## src/hdl/svw_pkg.sv

```systemverilog
package svw_pkg;

  // ****************************************
  // Clock and times
  // ****************************************
  localparam int unsigned CLK_HZ = 10_000_000;
  localparam int unsigned CLK_PERIOD_NS = 1_000_000_000 / CLK_HZ;
  localparam int unsigned CYC_PER_MS = CLK_HZ / 1000;
  localparam int unsigned CYC_PER_US = CLK_HZ / 1_000_000;
  localparam int unsigned POR_T0_MS = 50;
  localparam int unsigned POR_T1_MS = 200;
  localparam int unsigned POR_T2_MS = 400;
  localparam int unsigned POR_T3_MS = 800;
  localparam int unsigned WDT_T0_MS = 1400;
  localparam int unsigned WDT_T1_MS = 200;
  localparam int unsigned WDT_T2_MS = 25;
  localparam int unsigned WRST_LONG_MS = 200;
  localparam int unsigned WRST_SHORT_MS = 25;
  localparam int unsigned NVW_T_MS = 5;
  localparam int unsigned STBY_T_NS = 200;
  localparam int unsigned LR_T_NS = 500;
  localparam int unsigned MD_T_NS = 500;
  localparam int unsigned GLITCH_T_NS = 50;
  localparam int unsigned RPD_T_US = 20;
  localparam int unsigned POR_CYC_0 = POR_T0_MS * CYC_PER_MS;
  localparam int unsigned POR_CYC_1 = POR_T1_MS * CYC_PER_MS;
  localparam int unsigned POR_CYC_2 = POR_T2_MS * CYC_PER_MS;
  localparam int unsigned POR_CYC_3 = POR_T3_MS * CYC_PER_MS;
  localparam int unsigned WDT_CYC_0 = WDT_T0_MS * CYC_PER_MS;
  localparam int unsigned WDT_CYC_1 = WDT_T1_MS * CYC_PER_MS;
  localparam int unsigned WDT_CYC_2 = WDT_T2_MS * CYC_PER_MS;
  localparam int unsigned WRST_LONG_CYC = WRST_LONG_MS * CYC_PER_MS;
  localparam int unsigned WRST_SHORT_CYC = WRST_SHORT_MS * CYC_PER_MS;
  localparam int unsigned NVW_CYC = NVW_T_MS * CYC_PER_MS;
  localparam logic [23:0] STBY_CYC = 24'(STBY_T_NS / CLK_PERIOD_NS);
  localparam logic [7:0] LR_CYC = 8'(LR_T_NS / CLK_PERIOD_NS);
  localparam logic [3:0] MD_CYC = 4'((MD_T_NS + CLK_PERIOD_NS - 1) / CLK_PERIOD_NS);
  localparam int unsigned GLITCH_CYC = (GLITCH_T_NS + CLK_PERIOD_NS - 1) / CLK_PERIOD_NS;
  localparam int unsigned RPD_CYC = RPD_T_US * CYC_PER_US;
  localparam logic [3:0] SEL_SCL_CNT = 4'h9;

  // ****************************************
  // Register map
  // ****************************************
  localparam logic [5:0] IDX_CTRL = 6'h00;
  localparam logic [5:0] IDX_STATUS = 6'h01;
  localparam logic [5:0] IDX_MASK = 6'h02;
  localparam logic [5:0] IDX_STATE = 6'h03;
  localparam int unsigned CTRL_POR_LSB = 0;
  localparam int unsigned CTRL_WDT_LSB = 2;
  localparam int unsigned CTRL_LATCH_BIT = 4;
  localparam logic [1:0] POR_SEL_RST = 2'h0;
  localparam logic [1:0] WDT_SEL_RST = 2'h0;
  localparam logic [1:0] WDT_SEL_OFF = 2'h3;
  localparam logic [1:0] WDT_SEL_FAST = 2'h2;
  localparam logic [5:0] MASK_RST = 6'h00;

  // Status bit positions
  localparam int unsigned EV_WDT = 0;
  localparam int unsigned EV_LOW = 1;
  localparam int unsigned EV_V2 = 2;
  localparam int unsigned EV_V3 = 3;
  localparam int unsigned EV_MAN = 4;
  localparam int unsigned EV_NVW = 5;

  // Filtered input positions
  // Follow the pin struct: its first member is the top bit
  localparam int unsigned IN_MAIN = 5;
  localparam int unsigned IN_V2 = 4;
  localparam int unsigned IN_V3 = 3;
  localparam int unsigned IN_MAN = 2;
  localparam int unsigned IN_KICK = 1;
  localparam int unsigned IN_WP = 0;
  localparam int unsigned N_IN = 6;
  // Idle pin levels: only the manual reset pin rests high
  localparam logic [5:0] FILT_RST = 6'h04;

  typedef enum logic [2:0] {SS_STBY, SS_SEL, SS_ACT, SS_STOP, SS_NVWR} svw_ser_t;

  typedef struct packed {
    logic start_cond;
    logic stop_cond;
    logic scl_rise;
    logic sel_match;
    logic wr_seq_valid;
  } svw_bus_ev_t;

  typedef struct packed {
    logic main_below_trip;
    logic second_supply_sense;
    logic third_supply_sense;
    logic manual_reset_in_n;
    logic wdt_restart;
    logic write_protect;
  } svw_pins_t;

endpackage

```

## src/hdl/svw_top.sv

```systemverilog
module svw_top #(
  parameter int unsigned POR_CYC_0 = svw_pkg::POR_CYC_0,
  parameter int unsigned POR_CYC_1 = svw_pkg::POR_CYC_1,
  parameter int unsigned POR_CYC_2 = svw_pkg::POR_CYC_2,
  parameter int unsigned POR_CYC_3 = svw_pkg::POR_CYC_3,
  parameter int unsigned WDT_CYC_0 = svw_pkg::WDT_CYC_0,
  parameter int unsigned WDT_CYC_1 = svw_pkg::WDT_CYC_1,
  parameter int unsigned WDT_CYC_2 = svw_pkg::WDT_CYC_2,
  parameter int unsigned WRST_LONG_CYC = svw_pkg::WRST_LONG_CYC,
  parameter int unsigned WRST_SHORT_CYC = svw_pkg::WRST_SHORT_CYC,
  parameter int unsigned NVW_CYC = svw_pkg::NVW_CYC
) (
  // Clock, reset, enable
  input wire logic hclk,
  input wire logic hresetn,
  input wire logic clk_en,
  // AHB-Lite slave
  input wire logic hsel,
  input wire logic [31:0] haddr,
  input wire logic [1:0] htrans,
  input wire logic hwrite,
  input wire logic [2:0] hsize,
  input wire logic [31:0] hwdata,
  input wire logic hready,
  output logic hreadyout,
  output logic hresp,
  output logic [31:0] hrdata,
  // Monitor and control pins
  input wire svw_pkg::svw_pins_t pins,
  // Two-wire front end events
  input wire svw_pkg::svw_bus_ev_t bus_ev,
  // Supervisor outputs
  output logic sys_reset_out,
  output logic vcc_low_warning,
  output logic second_supply_fail,
  output logic third_supply_fail,
  output logic wdt_timeout_out,
  output logic dev_active,
  output logic irq
);
  import svw_pkg::*;

  // ****************************************
  // State
  // ****************************************
  typedef struct packed {
    logic [N_IN-1:0] filt;
    logic [N_IN-1:0] prev;
    logic [1:0] por_sel;
    logic [1:0] wdt_sel;
    logic write_enable_latch;
    logic [5:0] status;
    logic [5:0] mask;
    logic por_busy;
    logic [23:0] por_cnt;
    logic [23:0] wdt_cnt;
    logic [23:0] wrst_cnt;
    logic wdt_out;
    logic kick_q;
    logic [7:0] low_cnt;
    logic low_warn;
    logic low_rst;
    logic [3:0] man_cnt;
    logic man_rst;
    logic v2f;
    logic v3f;
    svw_ser_t ser;
    logic [3:0] scl_cnt;
    logic [23:0] act_cnt;
    logic rst_out;
    logic active;
    logic irq;
    logic rdy;
    logic wr_pend;
    logic [5:0] wr_idx;
    logic [31:0] rdata;
  } svw_st_t;

  svw_st_t s;
  svw_st_t next_s;
  logic [N_IN-1:0] raw;
  logic [N_IN-1:0] stable;

  assign raw = pins;

  function automatic logic [23:0] por_len(input logic [1:0] sel);
    case (sel)
      2'h0: por_len = 24'(POR_CYC_0);
      2'h1: por_len = 24'(POR_CYC_1);
      2'h2: por_len = 24'(POR_CYC_2);
      default: por_len = 24'(POR_CYC_3);
    endcase
  endfunction

  function automatic logic [23:0] wdt_len(input logic [1:0] sel);
    case (sel)
      2'h0: wdt_len = 24'(WDT_CYC_0);
      2'h1: wdt_len = 24'(WDT_CYC_1);
      default: wdt_len = 24'(WDT_CYC_2);
    endcase
  endfunction

  // ****************************************
  // Glitch filter
  // ****************************************
  // A level must repeat on consecutive samples before it is believed
  genvar gi;
  generate
    for (gi = 0; gi < N_IN; gi++) begin : g_filt
      if (GLITCH_CYC > 0) begin : g_on
        assign stable[gi] = (raw[gi] == s.prev[gi]);
      end else begin : g_off
        assign stable[gi] = 1'b1;
      end
    end
  endgenerate

  // ****************************************
  // Next state
  // ****************************************
  always_comb begin
    logic acc;
    logic [5:0] idx;
    logic [5:0] ev;
    logic wp;
    logic kick_edge;
    logic rd_clr;
    acc = 1'b0;
    idx = 6'h00;
    ev = 6'h00;
    wp = 1'b0;
    kick_edge = 1'b0;
    rd_clr = 1'b0;
    next_s = s;
    if (clk_en) begin
      next_s.prev = raw;
      for (int i = 0; i < N_IN; i++) begin
        if (stable[i]) begin
          next_s.filt[i] = raw[i];
        end
      end
      wp = s.filt[IN_WP];

      // Bus slave
      next_s.rdy = 1'b1;
      acc = hsel && htrans[1] && hready;
      idx = haddr[7:2];
      next_s.wr_pend = acc && hwrite;
      if (acc) begin
        next_s.wr_idx = idx;
      end
      if (acc && !hwrite) begin
        case (idx)
          IDX_CTRL: next_s.rdata = {27'h0, s.write_enable_latch, s.wdt_sel, s.por_sel};
          IDX_STATUS: next_s.rdata = {26'h0, s.status};
          IDX_MASK: next_s.rdata = {26'h0, s.mask};
          IDX_STATE: next_s.rdata = {20'h0, 1'(s.ser != SS_STBY), s.ser, s.wdt_out,
                                     s.v3f, s.v2f, s.low_warn, s.rst_out, s.por_busy,
                                     s.man_rst, s.low_rst};
          default: next_s.rdata = 32'h0000_0000;
        endcase
        rd_clr = (idx == IDX_STATUS);
      end
      if (s.wr_pend && !wp) begin
        case (s.wr_idx)
          IDX_CTRL: begin
            next_s.por_sel = hwdata[CTRL_POR_LSB +: 2];
            next_s.wdt_sel = hwdata[CTRL_WDT_LSB +: 2];
            next_s.write_enable_latch = hwdata[CTRL_LATCH_BIT];
          end
          IDX_MASK: next_s.mask = hwdata[5:0];
          default: ;
        endcase
      end

      // Power-on and recovery reset
      if (s.por_busy) begin
        if (s.por_cnt >= por_len(s.por_sel) - 24'h1) begin
          next_s.por_busy = 1'b0;
        end else begin
          next_s.por_cnt = s.por_cnt + 24'h1;
        end
      end

      // Main supply low-line
      if (s.filt[IN_MAIN]) begin
        next_s.low_warn = 1'b1;
        if (!s.low_warn) begin
          ev[EV_LOW] = 1'b1;
        end
        if (s.low_warn && !s.low_rst) begin
          if (s.low_cnt >= LR_CYC - 8'h1) begin
            next_s.low_rst = 1'b1;
          end else begin
            next_s.low_cnt = s.low_cnt + 8'h1;
          end
        end
      end else begin
        next_s.low_warn = 1'b0;
        next_s.low_cnt = 8'h00;
        if (s.low_rst) begin
          // Supply is back: hold reset for the power-on delay again
          next_s.low_rst = 1'b0;
          next_s.por_busy = 1'b1;
          next_s.por_cnt = 24'h0;
        end
      end

      // Second and third supplies
      next_s.v2f = s.filt[IN_V2];
      next_s.v3f = s.filt[IN_V3];
      ev[EV_V2] = s.filt[IN_V2] && !s.v2f;
      ev[EV_V3] = s.filt[IN_V3] && !s.v3f;

      // Manual reset
      if (!s.filt[IN_MAN]) begin
        if (s.man_cnt >= MD_CYC - 4'h1) begin
          next_s.man_rst = 1'b1;
          ev[EV_MAN] = !s.man_rst;
        end else begin
          next_s.man_cnt = s.man_cnt + 4'h1;
        end
      end else begin
        next_s.man_cnt = 4'h0;
        next_s.man_rst = 1'b0;
      end

      // Watchdog
      next_s.kick_q = s.filt[IN_KICK];
      kick_edge = s.filt[IN_KICK] && !s.kick_q;
      if (s.wdt_out) begin
        if (s.wrst_cnt == 24'h1) begin
          next_s.wdt_out = 1'b0;
          next_s.wdt_cnt = 24'h0;
        end
        next_s.wrst_cnt = s.wrst_cnt - 24'h1;
      end else if (s.wdt_sel == WDT_SEL_OFF || s.por_busy) begin
        next_s.wdt_cnt = 24'h0;
      end else if (kick_edge) begin
        next_s.wdt_cnt = 24'h0;
      end else if (s.wdt_cnt >= wdt_len(s.wdt_sel) - 24'h1) begin
        next_s.wdt_out = 1'b1;
        ev[EV_WDT] = 1'b1;
        if (s.wdt_sel == WDT_SEL_FAST) begin
          next_s.wrst_cnt = 24'(WRST_SHORT_CYC);
        end else begin
          next_s.wrst_cnt = 24'(WRST_LONG_CYC);
        end
      end else begin
        next_s.wdt_cnt = s.wdt_cnt + 24'h1;
      end

      // Serial slave active/standby
      case (s.ser)
        SS_STBY, SS_ACT, SS_STOP, SS_SEL: begin
          if (bus_ev.start_cond) begin
            next_s.ser = SS_SEL;
            next_s.scl_cnt = 4'h0;
          end else if (bus_ev.stop_cond && s.ser != SS_STBY) begin
            if (bus_ev.wr_seq_valid && s.write_enable_latch && !wp) begin
              next_s.ser = SS_NVWR;
              next_s.act_cnt = 24'(NVW_CYC);
            end else begin
              next_s.ser = SS_STOP;
              next_s.act_cnt = STBY_CYC;
            end
          end else if (s.ser == SS_SEL && bus_ev.scl_rise) begin
            next_s.scl_cnt = s.scl_cnt + 4'h1;
            if (s.scl_cnt == SEL_SCL_CNT - 4'h1) begin
              next_s.ser = bus_ev.sel_match ? SS_ACT : SS_STBY;
            end
          end else if (s.ser == SS_STOP) begin
            if (s.act_cnt <= 24'h1) begin
              next_s.ser = SS_STBY;
            end
            next_s.act_cnt = s.act_cnt - 24'h1;
          end
        end
        SS_NVWR: begin
          // Busy write ignores the bus; host polls or waits
          if (s.act_cnt <= 24'h1) begin
            next_s.ser = SS_STBY;
            ev[EV_NVW] = 1'b1;
          end
          next_s.act_cnt = s.act_cnt - 24'h1;
        end
        default: next_s.ser = SS_STBY;
      endcase

      // Outputs and interrupt
      next_s.rst_out = next_s.por_busy || next_s.low_rst || next_s.man_rst;
      next_s.active = (next_s.ser != SS_STBY);
      next_s.status = (rd_clr ? 6'h00 : s.status) | ev;
      next_s.irq = |(next_s.status & s.mask);
    end
  end

  always_ff @(posedge hclk or negedge hresetn) begin
    if (!hresetn) begin
      s <= '0;
      s.filt <= FILT_RST;
      s.prev <= FILT_RST;
      s.por_sel <= POR_SEL_RST;
      s.wdt_sel <= WDT_SEL_RST;
      s.mask <= MASK_RST;
      s.write_enable_latch <= 1'b0;
      s.ser <= SS_STBY;
      s.por_busy <= 1'b1;
      s.rst_out <= 1'b1;
    end else begin
      s <= next_s;
    end
  end

  assign hreadyout = s.rdy;
  assign hresp = 1'b0;
  assign hrdata = s.rdata;
  assign sys_reset_out = s.rst_out;
  assign vcc_low_warning = s.low_warn;
  assign second_supply_fail = s.v2f;
  assign third_supply_fail = s.v3f;
  assign wdt_timeout_out = s.wdt_out;
  assign dev_active = s.active;
  assign irq = s.irq;

endmodule
```

## config.mk

```make
export PLATFORM = sky130hd
export DESIGN_NAME = svw_top
export DESIGN_NICKNAME = d
export VERILOG_FILES = /design/src/hdl/svw_pkg.sv /design/src/hdl/svw_top.sv
export SDC_FILE = /design/constraint.sdc
export NUM_CORES = 1
export LEC_CHECK = 0
export BUFFER_PORTS_ARGS = -buffer_cell sky130_fd_sc_hd__buf_2
export CAP_MARGIN = 20
export CORE_MARGIN = 4
export CORE_UTILIZATION = 31
export CTS_CLUSTER_DIAMETER = 50
export DETAILED_ROUTE_END_ITERATION = 10
export GPL_ROUTABILITY_DRIVEN = 0
export SLEW_MARGIN = 20
export SYNTH_ARGS = -nofsm -noshare
export SYNTH_HDL_FRONTEND = slang
export SYNTH_SLANG_ARGS = --single-unit
```

## constraint.sdc

```tcl
create_clock -name hclk -period 5.6 [get_ports hclk]
set_clock_uncertainty 0.05 [all_clocks]
set_input_delay 0.84 -clock hclk [delete_from_list [all_inputs] [get_ports hclk]]
set_output_delay 0.84 -clock hclk [all_outputs]
set_load 0.01 [all_outputs]
```

==> impl_metrics.tcl <==
set metrics [dict create \
    syn_avg_cell_area_sq_um 9.26 \
    ff2ff_setup_slack_ns 1.84 \
    final_cell_mix "171 x dfrtp_1, 102 x nand2_1, 92 x nor2_1" \
    cts_buffer_depth 2 \
    synth_edf_count 0 \
    layout-drive-gt1-share_pct 11.3 \
    grt_use_total_pct 14.1 \
    p_leak_nw 4.83 \
    largest-register "s" \
    yosys_warnings 0 \
    numPortBuffers 49 \
    tightest_slew_ns 0.959 \
    seq_area_frac_synth_pct 43.6 \
    die_height_um 188 \
    worst_setup_path_end_kind "flip-flop" \
    grt_setup_unrepaired "false" \
    via_per_inst 5.20 \
    cp.depth 9 \
    synth_area_leader_cell "dfrtp_1" \
    synth_fa_ha_area_share_pct 6.72 \
    worst_setup_path_start_kind "flip-flop" \
    path_class "flip-flop to flip-flop" \
    start_util_pct 31.6 \
    synth_top_family_by_area "simple AND/OR/NAND/NOR gates" \
    final-setup-viol-count 0 \
    crit-reg2reg-launch "s[180]" \
    ys_ff_latch 175 \
    whs_ns 0.421 \
    critPathBufInv 0 \
    fin_tns_setup_ns 0 \
    fmax_mhz 266 \
    cp_slowest_cell "a21oi_1" \
    power_density_nw_per_um2 313 \
    drv_cap 0 \
    p_total_mw 3.50 \
    r2r_end "s[109]" \
    synth-simple-area-share_pct 21.2 \
    slew_viol_final 0 \
    hold_viol_final 0 \
    cts_repair_resize_count 0 \
    numCtsBuffers 17 \
    drc 0 \
    cts_num_sinks 175 \
    die_x_um 188 \
    path_common_cell "nand2_1" \
    drt_pre_antenna_iters 5 \
    worst-path-max-fanout 13 \
    syn_area_sq_um 10100 \
    synthMuxAreaShare_pct 3.71 \
    status "complete, no violations" \
    post_cts_buffers 0 \
    synth_cell_types 74 \
    post-route-period-util_pct 67.2 \
    htree_levels 4 \
    ys_async_sr_fraction_pct 100 \
    post_drt_wl_per_cell_um 15.7 \
    dp.cells 1528 \
    path_cells "or2_2, ha_1, and4b_1, and4_1, nand2_1, a21oi_1, o21a_1, nand2_1, o211ai_1" \
    yosys.area.top_type_share_pct 42.5 \
    row_count 65 \
    synth_flop_cell "dfrtp_1" \
    cts.clk_slew.worst_paths_ns 0.07 \
    max-vdd-ir-drop_mv 0.218 \
    synthXorXnorAreaFrac_pct 2.53 \
    required_ns 5.90 \
    maxSlewHeadroom_pct 35.6 \
    cts_hold_buf 0 \
    vias 8116 \
    crit_arrival_ns 4.07 \
    final_core_util_pct 35.1 \
    fin_crit_ns 3.76 \
    layout.nets 1252 \
    critPathLaunch "s[180]" \
    fill_cells 3245 \
    dpl.hpwl_um 17500 \
    postRouteAntennaNets 0 \
    tritoncts "yes" \
    syn_inst 1086 \
    grt_pass1_wl_um 40900 \
    clk_latency_ns 0.44 \
    drtIter0Drc 520 \
    ctsRootBufferMaster "clkbuf_16" \
    layout_commonest_cell "dfrtp_1" \
    grt_start_max_net_pins 89 \
    die_area_sq_um 35400 \
    cpPeakStageDelay_ns 0.72 \
    r2r_cells 9 \
    cpLargestDelayFamily "compound AO/OA/AOI/OAI gates" \
    synth_compound_area_share_pct 16.3 \
    stdcell_count 1561 \
    hp-class "flip-flop to flip-flop" \
    core_sq_um 31800 \
    crit_end "s[109]" \
    yosys-top-cells-area "dfrtp_1 43%, ha_1 6.7%, o21ai_0 4.6%" \
    largest_reg_flops 155 \
    drt_wl_total_um 24500 \
    ioPinCount 127 \
    area_growth_pct 11.1 \
    antenna_found_initial 2 \
    grt_pass1_vias 7838 \
    overflow 0 \
]
-- cell type report --
class / instances / area, sq um / area share [%]
Antenna cell: 1 / 2.50 / 0.0224
Clock buffer: 19 / 443 / 3.96
Clock inverter: 13 / 129 / 1.15
Inverter: 47 / 176 / 1.58
Multi-Input combinational cell: 812 / 5170 / 46.2
Sequential cell: 175 / 4380 / 39.2
Tap cell: 435 / 544 / 4.87
Timing Repair Buffer: 59 / 327 / 2.92
-- through the flow --
step	setup slack (ns)	cell area (sq um)
after global placement	1.90	10600
after floorplan	2.37	10100
final	1.84	11200
after detailed placement	1.88	10600
after CTS	1.84	11200
after global routing	1.62	11200
-- where the power goes --
| part | switching, mW | leakage [nW] | internal (mW) |
|---|---|---|---|
| Clock | 0.538 | 0.269 | 0.634 |
| Sequential | 0.202 | 2.22 | 1.44 |
| Combinational | 0.392 | 2.34 | 0.294 |
| Total | 1.13 | 4.83 | 2.37 |
-- worst min-delay path by stage --
stage | startpoint | cells after the start | endpoint | slack, ns
3_3_place_gp | hreadyout | 1 | hreadyout | 0.40
3_5_place_dp | hreadyout | 1 | hreadyout | 0.40
4_1_cts | hreadyout | 1 | hreadyout | 0.42
5_1_grt | hreadyout | 1 | hreadyout | 0.44
2_1_floorplan | s[88] | 1 | s[88] | 0.40
6_report | hreadyout | 1 | hreadyout | 0.42
-- per-layer routing --
layer  track usage (%)  vias to the layer above  share of wire [%]
li1                  -                     3935                  -
met1              19.8                     4010                 49
met2              22.1                      140                 46
met3              2.81                       27                3.7
met4              4.04                        4                1.6
met5                 0                        -               0.14
-- logic make-up (layout without fill, tap and decap cells) --
| family | count (synthesis) | after routing |
|---|---|---|
| compound gates | 261 | 261 |
| xor+xnor | 29 | 29 |
| fa+ha+maj | 54 | 54 |
| buf+inv | 120 | 138 |
| flops | 175 | 175 |
| mux | 29 | 29 |
| other cells | 2 | 24 |
| simple gates | 416 | 416 |
-- synthesized netlist by cell type, drive strengths merged, types with 4 or more instances --
cell type  number
or4            18
a21oi          62
nand2b         12
ha             54
xor2            7
o2bb2ai         4
nor4b           6
mux2i           8
xnor2          22
or3            30
buf            38
nor2           92
nor4           20
a221oi          4
dfstp           4
and3           14
and2            7
mux4            5
or2             5
a21o           11
nor3           38
a31oi           9
o21ai          95
o211ai          9
and4            9
mux2           16
a22o            9
nor2b           6
dfrtp         171
nor3b           5
nand3          30
nand2         102
o31ai          12
a211oi          5
o21a            5
a221o           4
clkbuf         35
nand4          15
inv            47
(Power assumes the default switching activity.)
